[config.mk]
export PLATFORM = sky130hd
export DESIGN_NAME = out_clk_select
export DESIGN_NICKNAME = d
export VERILOG_FILES = /design/src/design/clk_sel_pkg.sv /design/src/design/regs_if.sv /design/src/design/ahb_reg_slave.sv /design/src/design/edge_divider.sv /design/src/design/out_clk_select.sv
export SDC_FILE = /design/constraint.sdc
export NUM_CORES = 1
export LEC_CHECK = 0
export ABC_AREA = 1
export ABC_CLOCK_PERIOD_IN_PS = 2260
export BUFFER_PORTS_ARGS = -buffer_cell sky130_fd_sc_hd__buf_2
export CAP_MARGIN = 20
export CORE_MARGIN = 5
export CORE_UTILIZATION = 35
export CTS_CLUSTER_SIZE = 10
export DETAILED_ROUTE_END_ITERATION = 16
export PLACE_DENSITY = 0.63
export SYNTH_ARGS = -nofsm -noshare
export SYNTH_HDL_FRONTEND = slang
export SYNTH_SLANG_ARGS = --single-unit
[constraint.sdc]
create_clock -name ref_clk_i -period 2.26 [get_ports ref_clk_i]
set_clock_uncertainty 0.05 [all_clocks]
set_input_delay 0.226 -clock ref_clk_i [delete_from_list [all_inputs] [get_ports ref_clk_i]]
set_output_delay 0.226 -clock ref_clk_i [all_outputs]
set_load 0.1 [all_outputs]
[src/design/clk_sel_pkg.sv]
// Constants, types and the selection decode for the output clock selector.
// Assumes a single 100 MHz reference clock domain.
package clk_sel_pkg;

   // Register indices; byte address is four times the index
   localparam logic [7:0] IDX_DSEL = 8'h4F;
   localparam logic [7:0] IDX_F1 = 8'h61;
   localparam logic [7:0] IDX_F2 = 8'h62;
   localparam logic [7:0] IDX_STAT = 8'h70;

   // Field positions
   localparam int ALT1_BIT = 2;
   localparam int ALT2_BIT = 5;
   localparam int F1_LSB = 0;
   localparam int F2_LSB = 4;

   // Reset values
   localparam logic DSEL_RST = 1'b0;
   localparam logic [3:0] CODE_RST = 4'h0;

   // Strap width and cycles to wait for the strap synchroniser after reset
   localparam int STRAP_W = 3;
   localparam logic [1:0] BOOT_WAIT = 2'h3;

   // Divide ratio that passes the source straight through
   localparam logic [6:0] RATIO_THRU = 7'h01;

   localparam int NUM_SRC = 9;

   typedef enum logic [3:0] {
      SRC_NONE, SRC_FS2K, SRC_FS8K, SRC_DIG1, SRC_DIG2,
      SRC_MAIN, SRC_AUX, SRC_MAIN2, SRC_MREF, SRC_AREF
   } src_t;

   typedef struct packed {
      logic en;
      src_t src;
      logic [6:0] ratio;
   } sel_t;

   function automatic sel_t mk(input src_t src, input logic [6:0] ratio);
      sel_t s;
      s.en = 1'b1;
      s.src = src;
      s.ratio = ratio;
      return s;
   endfunction

   // Maps a 4-bit code to source and ratio; unlisted codes give a disabled output
   function automatic sel_t decode(input logic second, input logic alt,
                                   input logic [3:0] code);
      sel_t s;
      s = '{en: 1'b0, src: SRC_NONE, ratio: RATIO_THRU};
      if (!alt) begin
         case (code)
            4'h1: s = mk(SRC_FS2K, RATIO_THRU);
            4'h2: s = mk(SRC_FS8K, RATIO_THRU);
            4'h3: s = second ? mk(SRC_MAIN, 7'h02) : mk(SRC_DIG2, RATIO_THRU);
            4'h4: s = mk(SRC_DIG1, RATIO_THRU);
            4'h5: s = second ? mk(SRC_MAIN, RATIO_THRU) : mk(SRC_MAIN, 7'h30);
            4'h6: s = mk(SRC_MAIN, 7'h10);
            4'h7: s = mk(SRC_MAIN, 7'h0C);
            4'h8: s = mk(SRC_MAIN, 7'h08);
            4'h9: s = mk(SRC_MAIN, 7'h06);
            4'hA: s = mk(SRC_MAIN, 7'h04);
            4'hB: s = mk(SRC_AUX, 7'h40);
            4'hC: s = mk(SRC_AUX, 7'h30);
            4'hD: s = mk(SRC_AUX, 7'h10);
            4'hE: s = mk(SRC_AUX, 7'h08);
            4'hF: s = mk(SRC_AUX, 7'h04);
            default: s.en = 1'b0;
         endcase
      end else if (!second) begin
         case (code)
            4'h1: s = mk(SRC_MAIN, 7'h40);
            4'h2: s = mk(SRC_AUX, 7'h14);
            4'h3: s = mk(SRC_AUX, 7'h0C);
            4'h4: s = mk(SRC_AUX, 7'h0A);
            4'h5: s = mk(SRC_AUX, 7'h05);
            4'h6: s = mk(SRC_AUX, 7'h02);
            4'h8: s = mk(SRC_MREF, RATIO_THRU);
            default: s.en = 1'b0;
         endcase
      end else begin
         case (code)
            4'h1: s = mk(SRC_AUX, 7'h05);
            4'h2: s = mk(SRC_AUX, 7'h02);
            4'h3: s = mk(SRC_AUX, RATIO_THRU);
            4'h4: s = mk(SRC_MAIN2, 7'h05);
            4'h5: s = mk(SRC_MAIN2, 7'h02);
            4'h6: s = mk(SRC_MAIN2, RATIO_THRU);
            4'h7: s = mk(SRC_AREF, RATIO_THRU);
            4'h8: s = mk(SRC_MREF, RATIO_THRU);
            default: s.en = 1'b0;
         endcase
      end
      return s;
   endfunction

endpackage

[src/design/regs_if.sv]
// Register access path between the bus slave and the selector core.
// Assumes both ends run on the same clock.
`timescale 1ns/1ps
interface regs_if;
   logic wr_en;
   logic [7:0] wr_idx;
   logic [7:0] wr_data;
   logic [7:0] rd_idx;
   logic [7:0] rd_data;

   modport slave (output wr_en, wr_idx, wr_data, rd_idx, input rd_data);
   modport core (input wr_en, wr_idx, wr_data, rd_idx, output rd_data);
endinterface

[src/design/ahb_reg_slave.sv]
// AHB-Lite slave: zero-wait writes, one wait state on reads.
// Assumes single word transfers; answers OKAY to everything.
`timescale 1ns/1ps
module ahb_reg_slave (
   input wire logic ref_clk_i,
   input wire logic arst_n_i,
   input wire logic hsel_i,
   input wire logic [31:0] haddr_i,
   input wire logic [1:0] htrans_i,
   input wire logic hwrite_i,
   input wire logic [2:0] hsize_i,
   input wire logic [31:0] hwdata_i,
   input wire logic hready_i,
   output logic hreadyout_o,
   output logic hresp_o,
   output logic [31:0] hrdata_o,
   regs_if.slave bus
);
   logic take;
   logic ph_wr_r;
   logic ph_rd_r;
   logic [7:0] ph_idx_r;

   assign take = hsel_i && htrans_i[1] && hready_i && (hsize_i == 3'h2);

   always_ff @(posedge ref_clk_i or negedge arst_n_i) begin
      if (!arst_n_i) begin
         ph_wr_r <= 1'b0;
         ph_rd_r <= 1'b0;
         ph_idx_r <= 8'h00;
      end else begin
         ph_wr_r <= take && hwrite_i;
         ph_rd_r <= take && !hwrite_i;
         if (take) begin
            ph_idx_r <= haddr_i[9:2];
         end
      end
   end

   // Read data is fetched in the wait state so a write just before is seen
   always_ff @(posedge ref_clk_i or negedge arst_n_i) begin
      if (!arst_n_i) begin
         hreadyout_o <= 1'b1;
         hrdata_o <= 32'h0000_0000;
      end else begin
         hreadyout_o <= !(take && !hwrite_i);
         if (ph_rd_r) begin
            hrdata_o <= {24'h00_0000, bus.rd_data};
         end
      end
   end

   always_ff @(posedge ref_clk_i or negedge arst_n_i) begin
      if (!arst_n_i) begin
         hresp_o <= 1'b0;
      end else begin
         hresp_o <= 1'b0;
      end
   end

   assign bus.wr_en = ph_wr_r;
   assign bus.wr_idx = ph_idx_r;
   assign bus.wr_data = hwdata_i[7:0];
   assign bus.rd_idx = ph_idx_r;
endmodule

[src/design/edge_divider.sv]
// Divides a sampled source clock by counting its rising edges.
// Assumes the source was synchronised and is slower than a quarter of ref_clk_i.
`timescale 1ns/1ps
module edge_divider
   import clk_sel_pkg::*;
(
   input wire logic ref_clk_i,
   input wire logic arst_n_i,
   input wire logic en_i,
   input wire logic [3:0] src_i,
   input wire logic src_lvl_i,
   input wire logic src_rise_i,
   input wire logic [6:0] ratio_i,
   output logic clk_o
);
   logic [6:0] cnt_r;
   logic [10:0] cfg_r;

   always_ff @(posedge ref_clk_i or negedge arst_n_i) begin
      if (!arst_n_i) begin
         cfg_r <= 11'h000;
      end else begin
         cfg_r <= {src_i, ratio_i};
      end
   end

   // Restart the count whenever the selection changes
   always_ff @(posedge ref_clk_i or negedge arst_n_i) begin
      if (!arst_n_i) begin
         cnt_r <= 7'h00;
      end else if (!en_i || ({src_i, ratio_i} != cfg_r)) begin
         cnt_r <= 7'h00;
      end else if (src_rise_i) begin
         cnt_r <= (cnt_r == ratio_i - 7'h01) ? 7'h00 : cnt_r + 7'h01;
      end
   end

   // High for the first half of the count, so odd ratios are near 50 percent
   always_ff @(posedge ref_clk_i or negedge arst_n_i) begin
      if (!arst_n_i) begin
         clk_o <= 1'b0;
      end else if (!en_i) begin
         clk_o <= 1'b0;
      end else if (ratio_i == RATIO_THRU) begin
         clk_o <= src_lvl_i;
      end else begin
         clk_o <= (cnt_r < (ratio_i >> 1));
      end
   end
endmodule

[src/design/out_clk_select.sv]
// Output clock frequency selector with its configuration registers.
// Assumes source clocks arrive asynchronously and are sampled at 100 MHz.
//
// The AHB-Lite register port was left to the implementer.
`timescale 1ns/1ps
// What this block does
// - Decode-select bit 2 picks first table
// - Decode-select bit 5 picks second table
// - First code in bits 3:0, rest zero
// - Second code in bits 7:4, rest zero
// - Code 0000 disables output, held low
// - First standard: 2kHz and 8kHz codes
// - First standard: synth two, synth one
// - First standard: main PLL divided 48..4
// - Both standard: aux PLL divided 64..4
// - First alternate: main/64, aux dividers
// - First alternate: 1000 main reference
// - Second standard: frames, main/2, synth, main
// - Second standard: main PLL divided 16..4
// - Reset defaults loaded from strap pins
// - Decode-select reads zero after reset
// - Second alternate: aux, main2, references
module out_clk_select
   import clk_sel_pkg::*;
(
   input wire logic ref_clk_i,
   input wire logic arst_n_i,
   input wire logic hsel_i,
   input wire logic [31:0] haddr_i,
   input wire logic [1:0] htrans_i,
   input wire logic hwrite_i,
   input wire logic [2:0] hsize_i,
   input wire logic [31:0] hwdata_i,
   input wire logic hready_i,
   output logic hreadyout_o,
   output logic hresp_o,
   output logic [31:0] hrdata_o,
   input wire logic first_out_default_straps_i [STRAP_W],
   input wire logic second_out_default_straps_i [STRAP_W],
   input wire logic frame_2k_i,
   input wire logic frame_8k_i,
   input wire logic digital_synth_one_i,
   input wire logic digital_synth_two_i,
   input wire logic main_analog_pll_i,
   input wire logic aux_analog_pll_i,
   input wire logic main_analog_pll2_i,
   input wire logic main_sel_ref_i,
   input wire logic aux_sel_ref_i,
   output logic first_clock_out_o,
   output logic second_clock_out_o
);
   regs_if bus ();

   logic [NUM_SRC:0] src_raw;
   logic [NUM_SRC:0] src_s1_r;
   logic [NUM_SRC:0] src_s2_r;
   logic [NUM_SRC:0] src_s3_r;
   logic [NUM_SRC:0] src_lvl;
   logic [NUM_SRC:0] src_rise;
   logic [STRAP_W-1:0] strap1_s1_r;
   logic [STRAP_W-1:0] strap1_s2_r;
   logic [STRAP_W-1:0] strap2_s1_r;
   logic [STRAP_W-1:0] strap2_s2_r;
   logic [1:0] boot_cnt_r;
   logic boot_done_r;
   logic first_out_alt_decode_r;
   logic second_out_alt_decode_r;
   logic [3:0] first_out_freq_code_r;
   logic [3:0] second_out_freq_code_r;
   sel_t sel1;
   sel_t sel2;

   ahb_reg_slave u_slave (
      .ref_clk_i(ref_clk_i),
      .arst_n_i(arst_n_i),
      .hsel_i(hsel_i),
      .haddr_i(haddr_i),
      .htrans_i(htrans_i),
      .hwrite_i(hwrite_i),
      .hsize_i(hsize_i),
      .hwdata_i(hwdata_i),
      .hready_i(hready_i),
      .hreadyout_o(hreadyout_o),
      .hresp_o(hresp_o),
      .hrdata_o(hrdata_o),
      .bus(bus.slave)
   );

   // Source clocks in enum order; slot zero is the idle source
   assign src_raw = {aux_sel_ref_i, main_sel_ref_i, main_analog_pll2_i, aux_analog_pll_i,
                     main_analog_pll_i, digital_synth_two_i, digital_synth_one_i,
                     frame_8k_i, frame_2k_i, 1'b0};

   // Two stages to resynchronise, a third only for edge detection
   genvar gi;
   generate
      for (gi = 0; gi <= NUM_SRC; gi++) begin : g_sync
         always_ff @(posedge ref_clk_i or negedge arst_n_i) begin
            if (!arst_n_i) begin
               src_s1_r[gi] <= 1'b0;
               src_s2_r[gi] <= 1'b0;
               src_s3_r[gi] <= 1'b0;
            end else begin
               src_s1_r[gi] <= src_raw[gi];
               src_s2_r[gi] <= src_s1_r[gi];
               src_s3_r[gi] <= src_s2_r[gi];
            end
         end
         assign src_lvl[gi] = src_s2_r[gi];
         assign src_rise[gi] = src_s2_r[gi] && !src_s3_r[gi];
      end
   endgenerate

   always_ff @(posedge ref_clk_i or negedge arst_n_i) begin
      if (!arst_n_i) begin
         strap1_s1_r <= '0;
         strap1_s2_r <= '0;
         strap2_s1_r <= '0;
         strap2_s2_r <= '0;
      end else begin
         strap1_s1_r <= {<<{first_out_default_straps_i}};
         strap1_s2_r <= strap1_s1_r;
         strap2_s1_r <= {<<{second_out_default_straps_i}};
         strap2_s2_r <= strap2_s1_r;
      end
   end

   // Straps settle through the synchroniser before they are loaded once
   always_ff @(posedge ref_clk_i or negedge arst_n_i) begin
      if (!arst_n_i) begin
         boot_cnt_r <= 2'h0;
         boot_done_r <= 1'b0;
      end else if (!boot_done_r) begin
         boot_cnt_r <= boot_cnt_r + 2'h1;
         boot_done_r <= (boot_cnt_r == BOOT_WAIT);
      end
   end

   always_ff @(posedge ref_clk_i or negedge arst_n_i) begin
      if (!arst_n_i) begin
         first_out_alt_decode_r <= DSEL_RST;
         second_out_alt_decode_r <= DSEL_RST;
      end else if (boot_done_r && bus.wr_en && (bus.wr_idx == IDX_DSEL)) begin
         first_out_alt_decode_r <= bus.wr_data[ALT1_BIT];
         second_out_alt_decode_r <= bus.wr_data[ALT2_BIT];
      end
   end

   always_ff @(posedge ref_clk_i or negedge arst_n_i) begin
      if (!arst_n_i) begin
         first_out_freq_code_r <= CODE_RST;
         second_out_freq_code_r <= CODE_RST;
      end else if (!boot_done_r) begin
         if (boot_cnt_r == BOOT_WAIT) begin
            first_out_freq_code_r <= {1'b0, strap1_s2_r};
            second_out_freq_code_r <= {1'b0, strap2_s2_r};
         end
      end else if (bus.wr_en) begin
         if (bus.wr_idx == IDX_F1) begin
            first_out_freq_code_r <= bus.wr_data[F1_LSB +: 4];
         end
         if (bus.wr_idx == IDX_F2) begin
            second_out_freq_code_r <= bus.wr_data[F2_LSB +: 4];
         end
      end
   end

   always_comb begin
      bus.rd_data = 8'h00;
      case (bus.rd_idx)
         IDX_DSEL: begin
            bus.rd_data[ALT1_BIT] = first_out_alt_decode_r;
            bus.rd_data[ALT2_BIT] = second_out_alt_decode_r;
         end
         IDX_F1: bus.rd_data[F1_LSB +: 4] = first_out_freq_code_r;
         IDX_F2: bus.rd_data[F2_LSB +: 4] = second_out_freq_code_r;
         IDX_STAT: bus.rd_data = {4'h0, second_clock_out_o, first_clock_out_o,
                                  sel2.en, sel1.en};
         default: bus.rd_data = 8'h00;
      endcase
   end

   assign sel1 = decode(1'b0, first_out_alt_decode_r, first_out_freq_code_r);
   assign sel2 = decode(1'b1, second_out_alt_decode_r, second_out_freq_code_r);

   edge_divider u_div1 (
      .ref_clk_i(ref_clk_i),
      .arst_n_i(arst_n_i),
      .en_i(sel1.en),
      .src_i(sel1.src),
      .src_lvl_i(src_lvl[sel1.src]),
      .src_rise_i(src_rise[sel1.src]),
      .ratio_i(sel1.ratio),
      .clk_o(first_clock_out_o)
   );

   edge_divider u_div2 (
      .ref_clk_i(ref_clk_i),
      .arst_n_i(arst_n_i),
      .en_i(sel2.en),
      .src_i(sel2.src),
      .src_lvl_i(src_lvl[sel2.src]),
      .src_rise_i(src_rise[sel2.src]),
      .ratio_i(sel2.ratio),
      .clk_o(second_clock_out_o)
   );
endmodule

Yosys cells after proc, flatten, opt, wreduce, memory -nomap -nowiden
Cells that the tools add are included.
Operators by class
  add/sub/neg operators: 5
  $lt $le $gt $ge: 4
  reductions and logical operators: 40
  eq/ne operators: 45
  muxes and demuxes: 43
Operator list (number)
  $pmux 10 s15: 2
  $pmux 11 s8: 1
  $pmux 11 s7: 1
  $eq 4x4->1 const B: 16
  $mux 7: 6
  $eq 4x3->1 const B: 8
  $eq 8x7->1 const B: 4
  $mux 4: 8
  $reduce_or 15->1: 2
  $mux 12: 2
  $ne 11x11->1: 2
  $bmux 1 s4: 4
  $eq 4x2->1 const B: 4
  $logic_and 1x1->1: 16
  $add 7x1->7 const B: 2
  $eq 7x1->1 const B: 2
  $eq 7x7->1: 2
  $lt 7x6->1: 2
  $mux 1: 14
  $sub 7x1->7 const B: 2
  $logic_not 1->1: 13
  $lt 4x5->1 const B: 2
  $eq 4x1->1 const B: 2
  $reduce_or 8->1: 1
  other kinds (12): 19
Word-level totals
  input port bits: 89
  output and inout port bits: 36
  word-level logic and storage cells: 185
  register bits: 109

Depth between registers and ports, before layout
Gate-level depths: netlist (run 1).
  depth in word-level cells: 9
  mapped depth: 19
  mapped depth without buffers: 18

By module
Synthesis (run 1) repeated with hierarchy kept, for this count alone.
Unflattened totals
  cells, all modules: 918
  area total of the unflattened synthesis: 6846.6 µm²
By module, submodules not included
  edge_divider: area each 1495.2 µm², cells each 223, times used 2
  out_clk_select: area each 2795.2 µm², cells each 369, times used 1
  ahb_reg_slave: area each 1061.0 µm², cells each 103, times used 1

Least setup slack after synthesis (run 1)
Ideal clock, no wire load.
  path kind: flip-flop to flip-flop
  start point: register second_out_freq_code_r[2]
  end point: register u_div2.cnt_r[2]
  arrival: 2221 ps
  path slack: -136 ps
  required time: 2085 ps
  stages on the path, launching flop included: 15
  cell sequence: dfrtp_1 > nor2_1 > nand2_1 > nand2_1 > nand2_1 > nand2_1 > inv_1 > ha_1 > or2_2 > nand3_1 > nand2_1 > nor2_1 > nand4_1 > a21oi_2 > nor2_1
RTL lines
  start, declared: line out_clk_select.sv:69  | logic [3:0] second_out_freq_code_r;
  start signal, assigned: line out_clk_select.sv:156  | second_out_freq_code_r <= {1'b0, strap2_s2_r};
  start signal, assigned: line out_clk_select.sv:163  | second_out_freq_code_r <= bus.wr_data[F2_LSB +: 4];
  end signal, assigned: line edge_divider.sv:34  | cnt_r <= (cnt_r == ratio_i - 7'h01) ? 7'h00 : cnt_r + 7'h01;
  end, declared: line edge_divider.sv:16  | logic [6:0] cnt_r;

==> results of run 1 <==
==> path summary, 6_finish.rpt <==
path	from	endpoint	slack, ns	cells past startpoint
worst min-delay path	haddr_i[5]	u_slave.bus.rd_idx[3]	0.05	2
min in group asynchronous	arst_n_i	src_lvl[4]	0.34	2
worst max-delay path	second_out_freq_code_r[3]	u_div2.cnt_r[0]	-0.11	14
max in group asynchronous	arst_n_i	first_out_freq_code_r[0]	1.16	3
worst max register to register	second_out_freq_code_r[3]	u_div2.cnt_r[0]	-0.11	14
worst min register to register	src_s1_r[4]	src_lvl[4]	0.30	0
==> cell type report <==
type,count,area (um2)
fill,1614,8450
multi-input combinational,584,3430
clock inverter,7,87.6
clock buffer,9,225
tap,225,282
sequential,109,2740
inverter,94,372
timing repair buffer,206,1590
==> metrics by stage <==
step / cells / setup slack [ns] / power, mW / setup TNS (ns) / hold WS (ns)
global placement: 1168 / -0.160 / 3.24 / -1.63 / 0.190
CTS: 1217 / -0.0443 / 5.04 / -0.185 / 0.0419
detailed placement: 1168 / -0.209 / 3.25 / -2.06 / 0.190
finish: 1234 / -0.113 / 5.12 / -1.17 / 0.0518
floorplan: 821 / 0.0167 / 2.93 / 0 / -0.120
global route: 1234 / -0.345 / 5.38 / -3.91 / 0.0435
==> state kept, by name, summed over array words and instances, names as in the netlist, 2 cells and up <==
signal	cells
boot_cnt_r	2
first_out_freq_code_r	4
second_out_freq_code_r	4
src_lvl	9
src_s1_r	9
src_s3_r	9
strap1_s1_r	3
strap1_s2_r	3
strap2_s1_r	3
strap2_s2_r	3
u_div1.cfg_r	11
u_div1.cnt_r	7
u_div2.cfg_r	11
u_div2.cnt_r	7
u_slave.bus.rd_idx	8
u_slave.hrdata_o	8
==> layer usage <==
| layer | global-route usage (%) | wire [um] | share of wire, % |
|---|---|---|---|
| met5 | 0 | 0 | 0 |
| met4 | 5.10 | 306 | 1.9 |
| met3 | 2.66 | 595 | 3.7 |
| met2 | 25.1 | 7610 | 48 |
| met1 | 21.8 | 7370 | 46 |
==> Yosys cell counts (all sizes together) <==
library cell  number  area [um2]
a21oi             28         144
a221oi             4        35.0
a31oi              8        50.1
a41oi              1        8.76
and2               1        6.26
buf               31         239
clkbuf             4        15.0
clkinv             2        7.51
conb               1        3.75
dfrtp            108        2700
dfstp              1        26.3
ha                17         213
inv               92         345
mux2               4        45.0
nand2            250         971
nand3             72         365
nand3b             4        30.0
nand4             10        83.8
nor2              96         390
nor3               6        35.0
nor4               3        18.8
o211ai             3        22.5
o21ai             29         153
o21bai             3        26.3
o31ai              3        22.5
or2                3        18.8
or3                1        6.26
xnor2              4        35.0
xor2               8        70.1
==> power by group through the flow <==
stage                     registers (mW)  logic [mW]  clock network, mW
after floorplan                     2.33       0.606                  0
after global placement              2.17        1.07                  0
after detailed placement            2.17        1.07                  0
after CTS                           2.14        1.18               1.73
after global routing                2.15        1.41               1.82
final                               2.14        1.30               1.69
==> what timing repair did <==
action / in CTS / in global routing
cloned: 2 / 0
pin swaps: 42 / 60
endpoints found under the setup margin: 16 / 16
hold buffers: 17 / 0
endpoints found under the hold margin: 51 / 0
resized for setup: 62 / 113
buffers inserted: 15 / 17
==> worst max-delay path: cells and delay by family (launching register included) <==
family                     cells  cell delay [ns]
AOI/OAI and AO/OA              1             0.04
xor gates and xnor gates       1             0.10
DFF                            1             0.47
and+or+nand+nor                9             1.13
adders and majority gates      1             0.28
buffers and inverters          2             0.20
==> cell families after synthesis <==
kind of cell,Yosys count
compound gates,79
xor+xnor,12
fa+ha+maj,17
buf+inv,129
flops,109
mux,4
other cells,1
simple gates,446
==> impl_metrics.json, run 1 <==
{
  "worst_skew_pair.late_latency_ns": 0.36,
  "finalCriticalPeriod_ns": 2.37,
  "synth-simple-area-share_pct": 31.6,
  "power_frac_seq_pct": 41.7,
  "placeableCoreArea_um2": 17200,
  "worst_path_most_repeated_cell": "nand2_2",
  "tritoncts.num_buffers": 9,
  "clk_path_buf_depth": 2,
  "failing_checks": "setup timing",
  "route.detailed.drc": 0,
  "worst_ep_arrival_time_ns": 2.57,
  "finalHoldViolations": 0,
  "flop_and_latch_count_out_of_synthesis": 109,
  "synth_cells": 797,
  "timing.hold.worst.class": "primary input to flip-flop",
  "post_synth_fa_ha_maj_area_fraction_pct": 3.49,
  "syn-cell-area_um2": 6090,
  "max_freq_mhz": 421,
  "global_route.usage.total_pct": 15.7,
  "io_buffers": 50,
  "grt_setup_unrepaired": "true",
  "cellLeakagePower_nw": 4.45,
  "maxCapViolations": 0,
  "routed_wire_length_per_instance_um": 12.9,
  "cts.root.buffer_cell": "clkbuf_16",
  "synth_top_family_by_area": "simple AND/OR/NAND/NOR gates",
  "fp-row-count": 48,
  "die_x_um": 142,
  "utilization_pct": 50.8,
  "synth_compound_gate_area_share_pct": 7.58,
  "outcome": "finished with violations",
  "worst_setup_path_category": "flip-flop to flip-flop",
  "grt_antenna_before_repair": 0,
  "vias_per_cell": 4.65,
  "vias_in_the_first_global_route": 5416,
  "clk_transition_reported_paths_ns": 0.08,
  "synth-warning-count": 0,
  "clock_power_share_pct": 32.9,
  "most_common_cell_after_layout_fill_and_taps_aside": "nand2_1",
  "crit_path_max_fanout": 5,
  "post_route_cells_drive_above_1_share_pct": 37.7,
  "syn_area_per_cell_um2": 7.64,
  "min_period_over_period_pct": 105,
  "floorplan.initialDensity_pct": 35.5,
  "fin_nets": 1110,
  "n_antenna_cell": 0,
  "routed_wl_mm": 15.9,
  "die_height_um": 142,
  "power_frac_comb_pct": 25.4,
  "die_area_um2": 20100,
  "timing.slew.headroom_pct": 51.7,
  "place_congestion": 0.845,
  "synthDistinctLibCells": 44,
  "power.density_nw_per_um2": 587,
  "clock_sinks": 109,
  "critical_path_s_slowest_cell": "dfrtp_2",
  "grt_max_degree": 39,
  "critical_path_launch_point_type": "flip-flop",
  "post-dp-hpwl_mm": 11.4,
  "ir_drop_v": 0.000642,
  "crit_chain": "nor2_4, nand2_2, nand2_2, nand2_2, nand2_2, inv_2, ha_4, xnor2_2, nand3_1, nor2_1, nand4_1, nand2_1, buf_4, o21ai_2",
  "vias": 5734,
  "synth.yosys.seq_area_share_pct": 44.8,
  "switching_power_mw": 1.73,
  "worst_setup_path_end_kind": "flip-flop",
  "placedInstanceArea_um2": 7320,
  "global_route.overflow_total": 0,
  "setup_viol": 16,
  "postLayoutCellArea_um2": 8720,
  "p_int_mw": 3.40,
  "switching_share_pct": 33.7,
  "fin_ws_ns": -0.113,
  "synth_mux_area_share_pct": 0.740,
  "critPathMaxStageDelay_ns": 0.47,
  "slew_violations": 0,
  "tightest_slew_ns": 0.718,
  "drt_first_iter_violations": 238,
  "mostFrequentLayoutCells": "nand2_1 (197), buf_4 (122), dfrtp_1 (101)",
  "pin_count": 125,
  "tritoncts": "built",
  "ant_nets": 0,
  "wire_length_of_the_first_global_routing_pass_mm": 25.8,
  "area_growth_pct": 43.3,
  "detail_route.first_pass.iterations": 5,
  "critPathRequiredTime_ns": 2.46,
  "synthesized_area_fraction_occupied_by_xor_and_xnor_cells_pct": 1.73,
  "ctsHtreeMaxLevel": 3
}
No activity file was read; power rests on OpenSTA's default activity.
==> run 2, diff against run 1 <==
--- a/config.mk
+++ b/config.mk
@@ -5,7 +5,7 @@
 export SDC_FILE = /design/constraint.sdc
 export NUM_CORES = 1
 export LEC_CHECK = 0
-export ABC_AREA = 1
+export ABC_AREA = 0
 export ABC_CLOCK_PERIOD_IN_PS = 2260
 export BUFFER_PORTS_ARGS = -buffer_cell sky130_fd_sc_hd__buf_2
 export CAP_MARGIN = 20
==> impl_metrics.json, run 2 <==
{
  "outcome": "finished with violations",
  "failing_checks": "setup timing",
  "setup_total_negative_slack_ns": -5.53,
  "worst_setup_path_category": "flip-flop to flip-flop",
  "utilization_pct": 47.5,
  "placeableCoreArea_um2": 18800,
  "placedInstanceArea_um2": 7970,
  "tightest_slew_ns": 0.508,
  "post_route_cells_drive_above_1_share_pct": 38.1,
  "grt_antenna_before_repair": 0,
  "mostFrequentLayoutCells": "buf_4 (134), dfrtp_1 (104), buf_2 (50)",
  "die_area_um2": 22000,
  "finalHoldViolations": 0,
  "crit_path_max_fanout": 6,
  "critPathMaxStageDelay_ns": 0.55,
  "max_freq_mhz": 370,
  "critical_path_s_slowest_cell": "or4_4",
  "min_period_over_period_pct": 120,
  "async_flop_share_pct": 100,
  "synth.yosys.seq_area_share_pct": 40.7,
  "most_common_cell_after_layout_fill_and_taps_aside": "buf_4",
  "tritoncts": "built",
  "synth_top_cells_by_count": "dfrtp_1 (108), nand2_1 (48), inv_1 (39)",
  "worst_skew_pair.late_latency_ns": 0.36,
  "place_congestion": 0.877,
  "post-dp-hpwl_mm": 12.6,
  "power.density_nw_per_um2": 558,
  "grt_setup_unrepaired": "true",
  "setup_viol": 16,
  "tritoncts.num_buffers": 9,
  "io_buffers": 50,
  "ir_drop_v": 0.000341,
  "finalCriticalPeriod_ns": 2.70,
  "post-layout-total-power_mw": 4.97,
  "clk_path_buf_depth": 2,
  "post-synth-top-area-fraction_pct": 40.3,
  "pin_count": 125,
  "global_route.usage.total_pct": 15.8,
  "fin_nets": 965,
  "grt_max_degree": 46,
  "fin_ws_ns": -0.445,
  "critical_path_launch_point_type": "flip-flop",
  "cellLeakagePower_nw": 4.07,
  "dominantRegCellSynth": "dfrtp_1",
  "vias_in_the_first_global_route": 5505,
  "synth-warning-count": 0,
  "clk_transition_reported_paths_ns": 0.08,
  "ant_nets": 0,
  "die_height_um": 148,
  "timing.slew.headroom_pct": 66.0,
  "die_x_um": 148,
  "maxCapViolations": 0,
  "num-fill-cells": 1749,
  "ys_top_cells_by_area": "dfrtp_1 (40%), buf_4 (4.0%), ha_1 (3.2%)",
  "timing.hold.worst.class": "primary input to flip-flop",
  "floorplan.initialDensity_pct": 35.8,
  "critPathRequiredTime_ns": 2.46,
  "synth_cells": 675,
  "syn-cell-area_um2": 6710,
  "worst_ep_arrival_time_ns": 2.90,
  "routed_wire_length_per_instance_um": 15.7,
  "routed_wl_mm": 17.3,
  "n_antenna_cell": 0,
  "cts.root.buffer_cell": "clkbuf_16",
  "area_growth_pct": 32.7,
  "vias_per_cell": 5.03,
  "wire_length_of_the_first_global_routing_pass_mm": 28.3,
  "flop_and_latch_count_out_of_synthesis": 109,
  "route.detailed.drc": 0,
  "syn_area_per_cell_um2": 9.94,
  "worst_setup_path_end_kind": "flip-flop",
  "hold_slack_ns": 0.0222,
  "drt_first_iter_violations": 259,
  "global_route.overflow_total": 0,
  "synth-edff-count": 0,
  "synth_top_cell_by_area": "dfrtp_1",
  "detail_route.first_pass.iterations": 5,
  "slew_violations": 0,
  "synthDistinctLibCells": 100,
  "clock_sinks": 109,
  "vias": 5518,
  "fp-row-count": 50,
  "crit_chain": "or4_4, o21ai_2, a21oi_2, ha_2, o221ai_2, or4b_4, o311ai_4, a311oi_2, buf_4, a22oi_2, o21ai_1",
  "layout_top_registers": "u_div1.cfg_r: 11 flops, u_div2.cfg_r: 11 flops",
  "postLayoutCellArea_um2": 8910,
  "ctsHtreeMaxLevel": 3,
  "synthMostInstantiatedCell": "dfrtp_1"
}
-- run 2: cell count changes after synthesis, moves of 8 or more --
cell / change
buf_4: +10
nand2_1: -189
nand2b_1: +10
a211oi_1: +8
inv_1: -46
mux2_2: +8
a22oi_1: +9
nand3_1: -52
mux2i_1: +20
nor2b_1: +20
nor2_1: -59
nand2_2: -12
xnor2_1: +18
-- run 2: metal layers --
| layer | vias up | GRT usage, % | share of wire (%) |
|---|---|---|---|
| met5 | - | 0 | 0 |
| met4 | 0 | 5.50 | 2.4 |
| met3 | 27 | 3.11 | 3.4 |
| met2 | 108 | 25.7 | 48 |
| met1 | 2643 | 21.1 | 46 |
| li1 | 2740 | - | - |
-- run 2: final cells by class --
type	instances	area, um2	share of cell area (%)
multi-input cells	485	3820	42.9
clock buffers	9	225	2.53
repair buffers	213	1610	18.0
flip-flops and latches	109	2730	30.7
clock inverters	7	77.6	0.871
well taps	234	293	3.29
inverters	41	154	1.73
-- run 2: final timing paths --
| check | start | endpoint | slack (ns) | cells past startpoint |
|---|---|---|---|---|
| max in group asynchronous | arst_n_i | u_slave.hreadyout_o | 1.22 | 3 |
| max | first_out_freq_code_r[0] | u_div1.cnt_r[6] | -0.44 | 11 |
| max reg2reg | first_out_freq_code_r[0] | u_div1.cnt_r[6] | -0.44 | 11 |
| min in group asynchronous | arst_n_i | src_s1_r[3] | 0.30 | 2 |
| min | hwrite_i | u_slave.bus.wr_en | 0.02 | 2 |
| min reg2reg | src_s1_r[7] | src_lvl[7] | 0.30 | 0 |
-- run 2: power breakdown --
part	switching (mW)	internal, mW
Sequential	0.0798	2.06
Combinational	0.782	0.450
Clock	0.814	0.788
-- run 2: logic make-up (layout without fill, tap and decap cells) --
group           count (synthesis)  count (layout)  synth area share [%]
simple gates                  197             197                  16.8
compound gates                175             175                  19.3
flops                         109             109                  40.7
buf+inv                       105             270                  9.64
xor+xnor                       37              37                  4.94
mux                            33              33                  5.33
fa+ha+maj                      18              18                  3.32
other cells                     1              25                0.0559
-- run 2: repair_timing --
action | in CTS | in global routing
cloned | 1 | 1
endpoints found under the setup margin | 16 | 21
resized for setup | 58 | 27
hold buffers | 16 | 0
pin swaps | 23 | 10
hold endpoints to repair | 44 | 0
setup buffers | 11 | 2
-- run 2: metrics by stage --
step                worst slack, ns  instances
floorplan                    -0.498        699
global placement             -0.449       1052
detailed placement           -0.503       1052
CTS                          -0.422       1095
global route                 -0.578       1098
finish                       -0.445       1098
-- run 2: worst max-delay path, delay by kind of cell, from the launching register on --
kind / cells / cell delay (ns)
AOI/OAI and AO/OA: 7 / 0.66
and+or+nand+nor: 2 / 1.06
adders and majority gates: 1 / 0.19
DFF: 1 / 0.43
buffers and inverters: 1 / 0.20
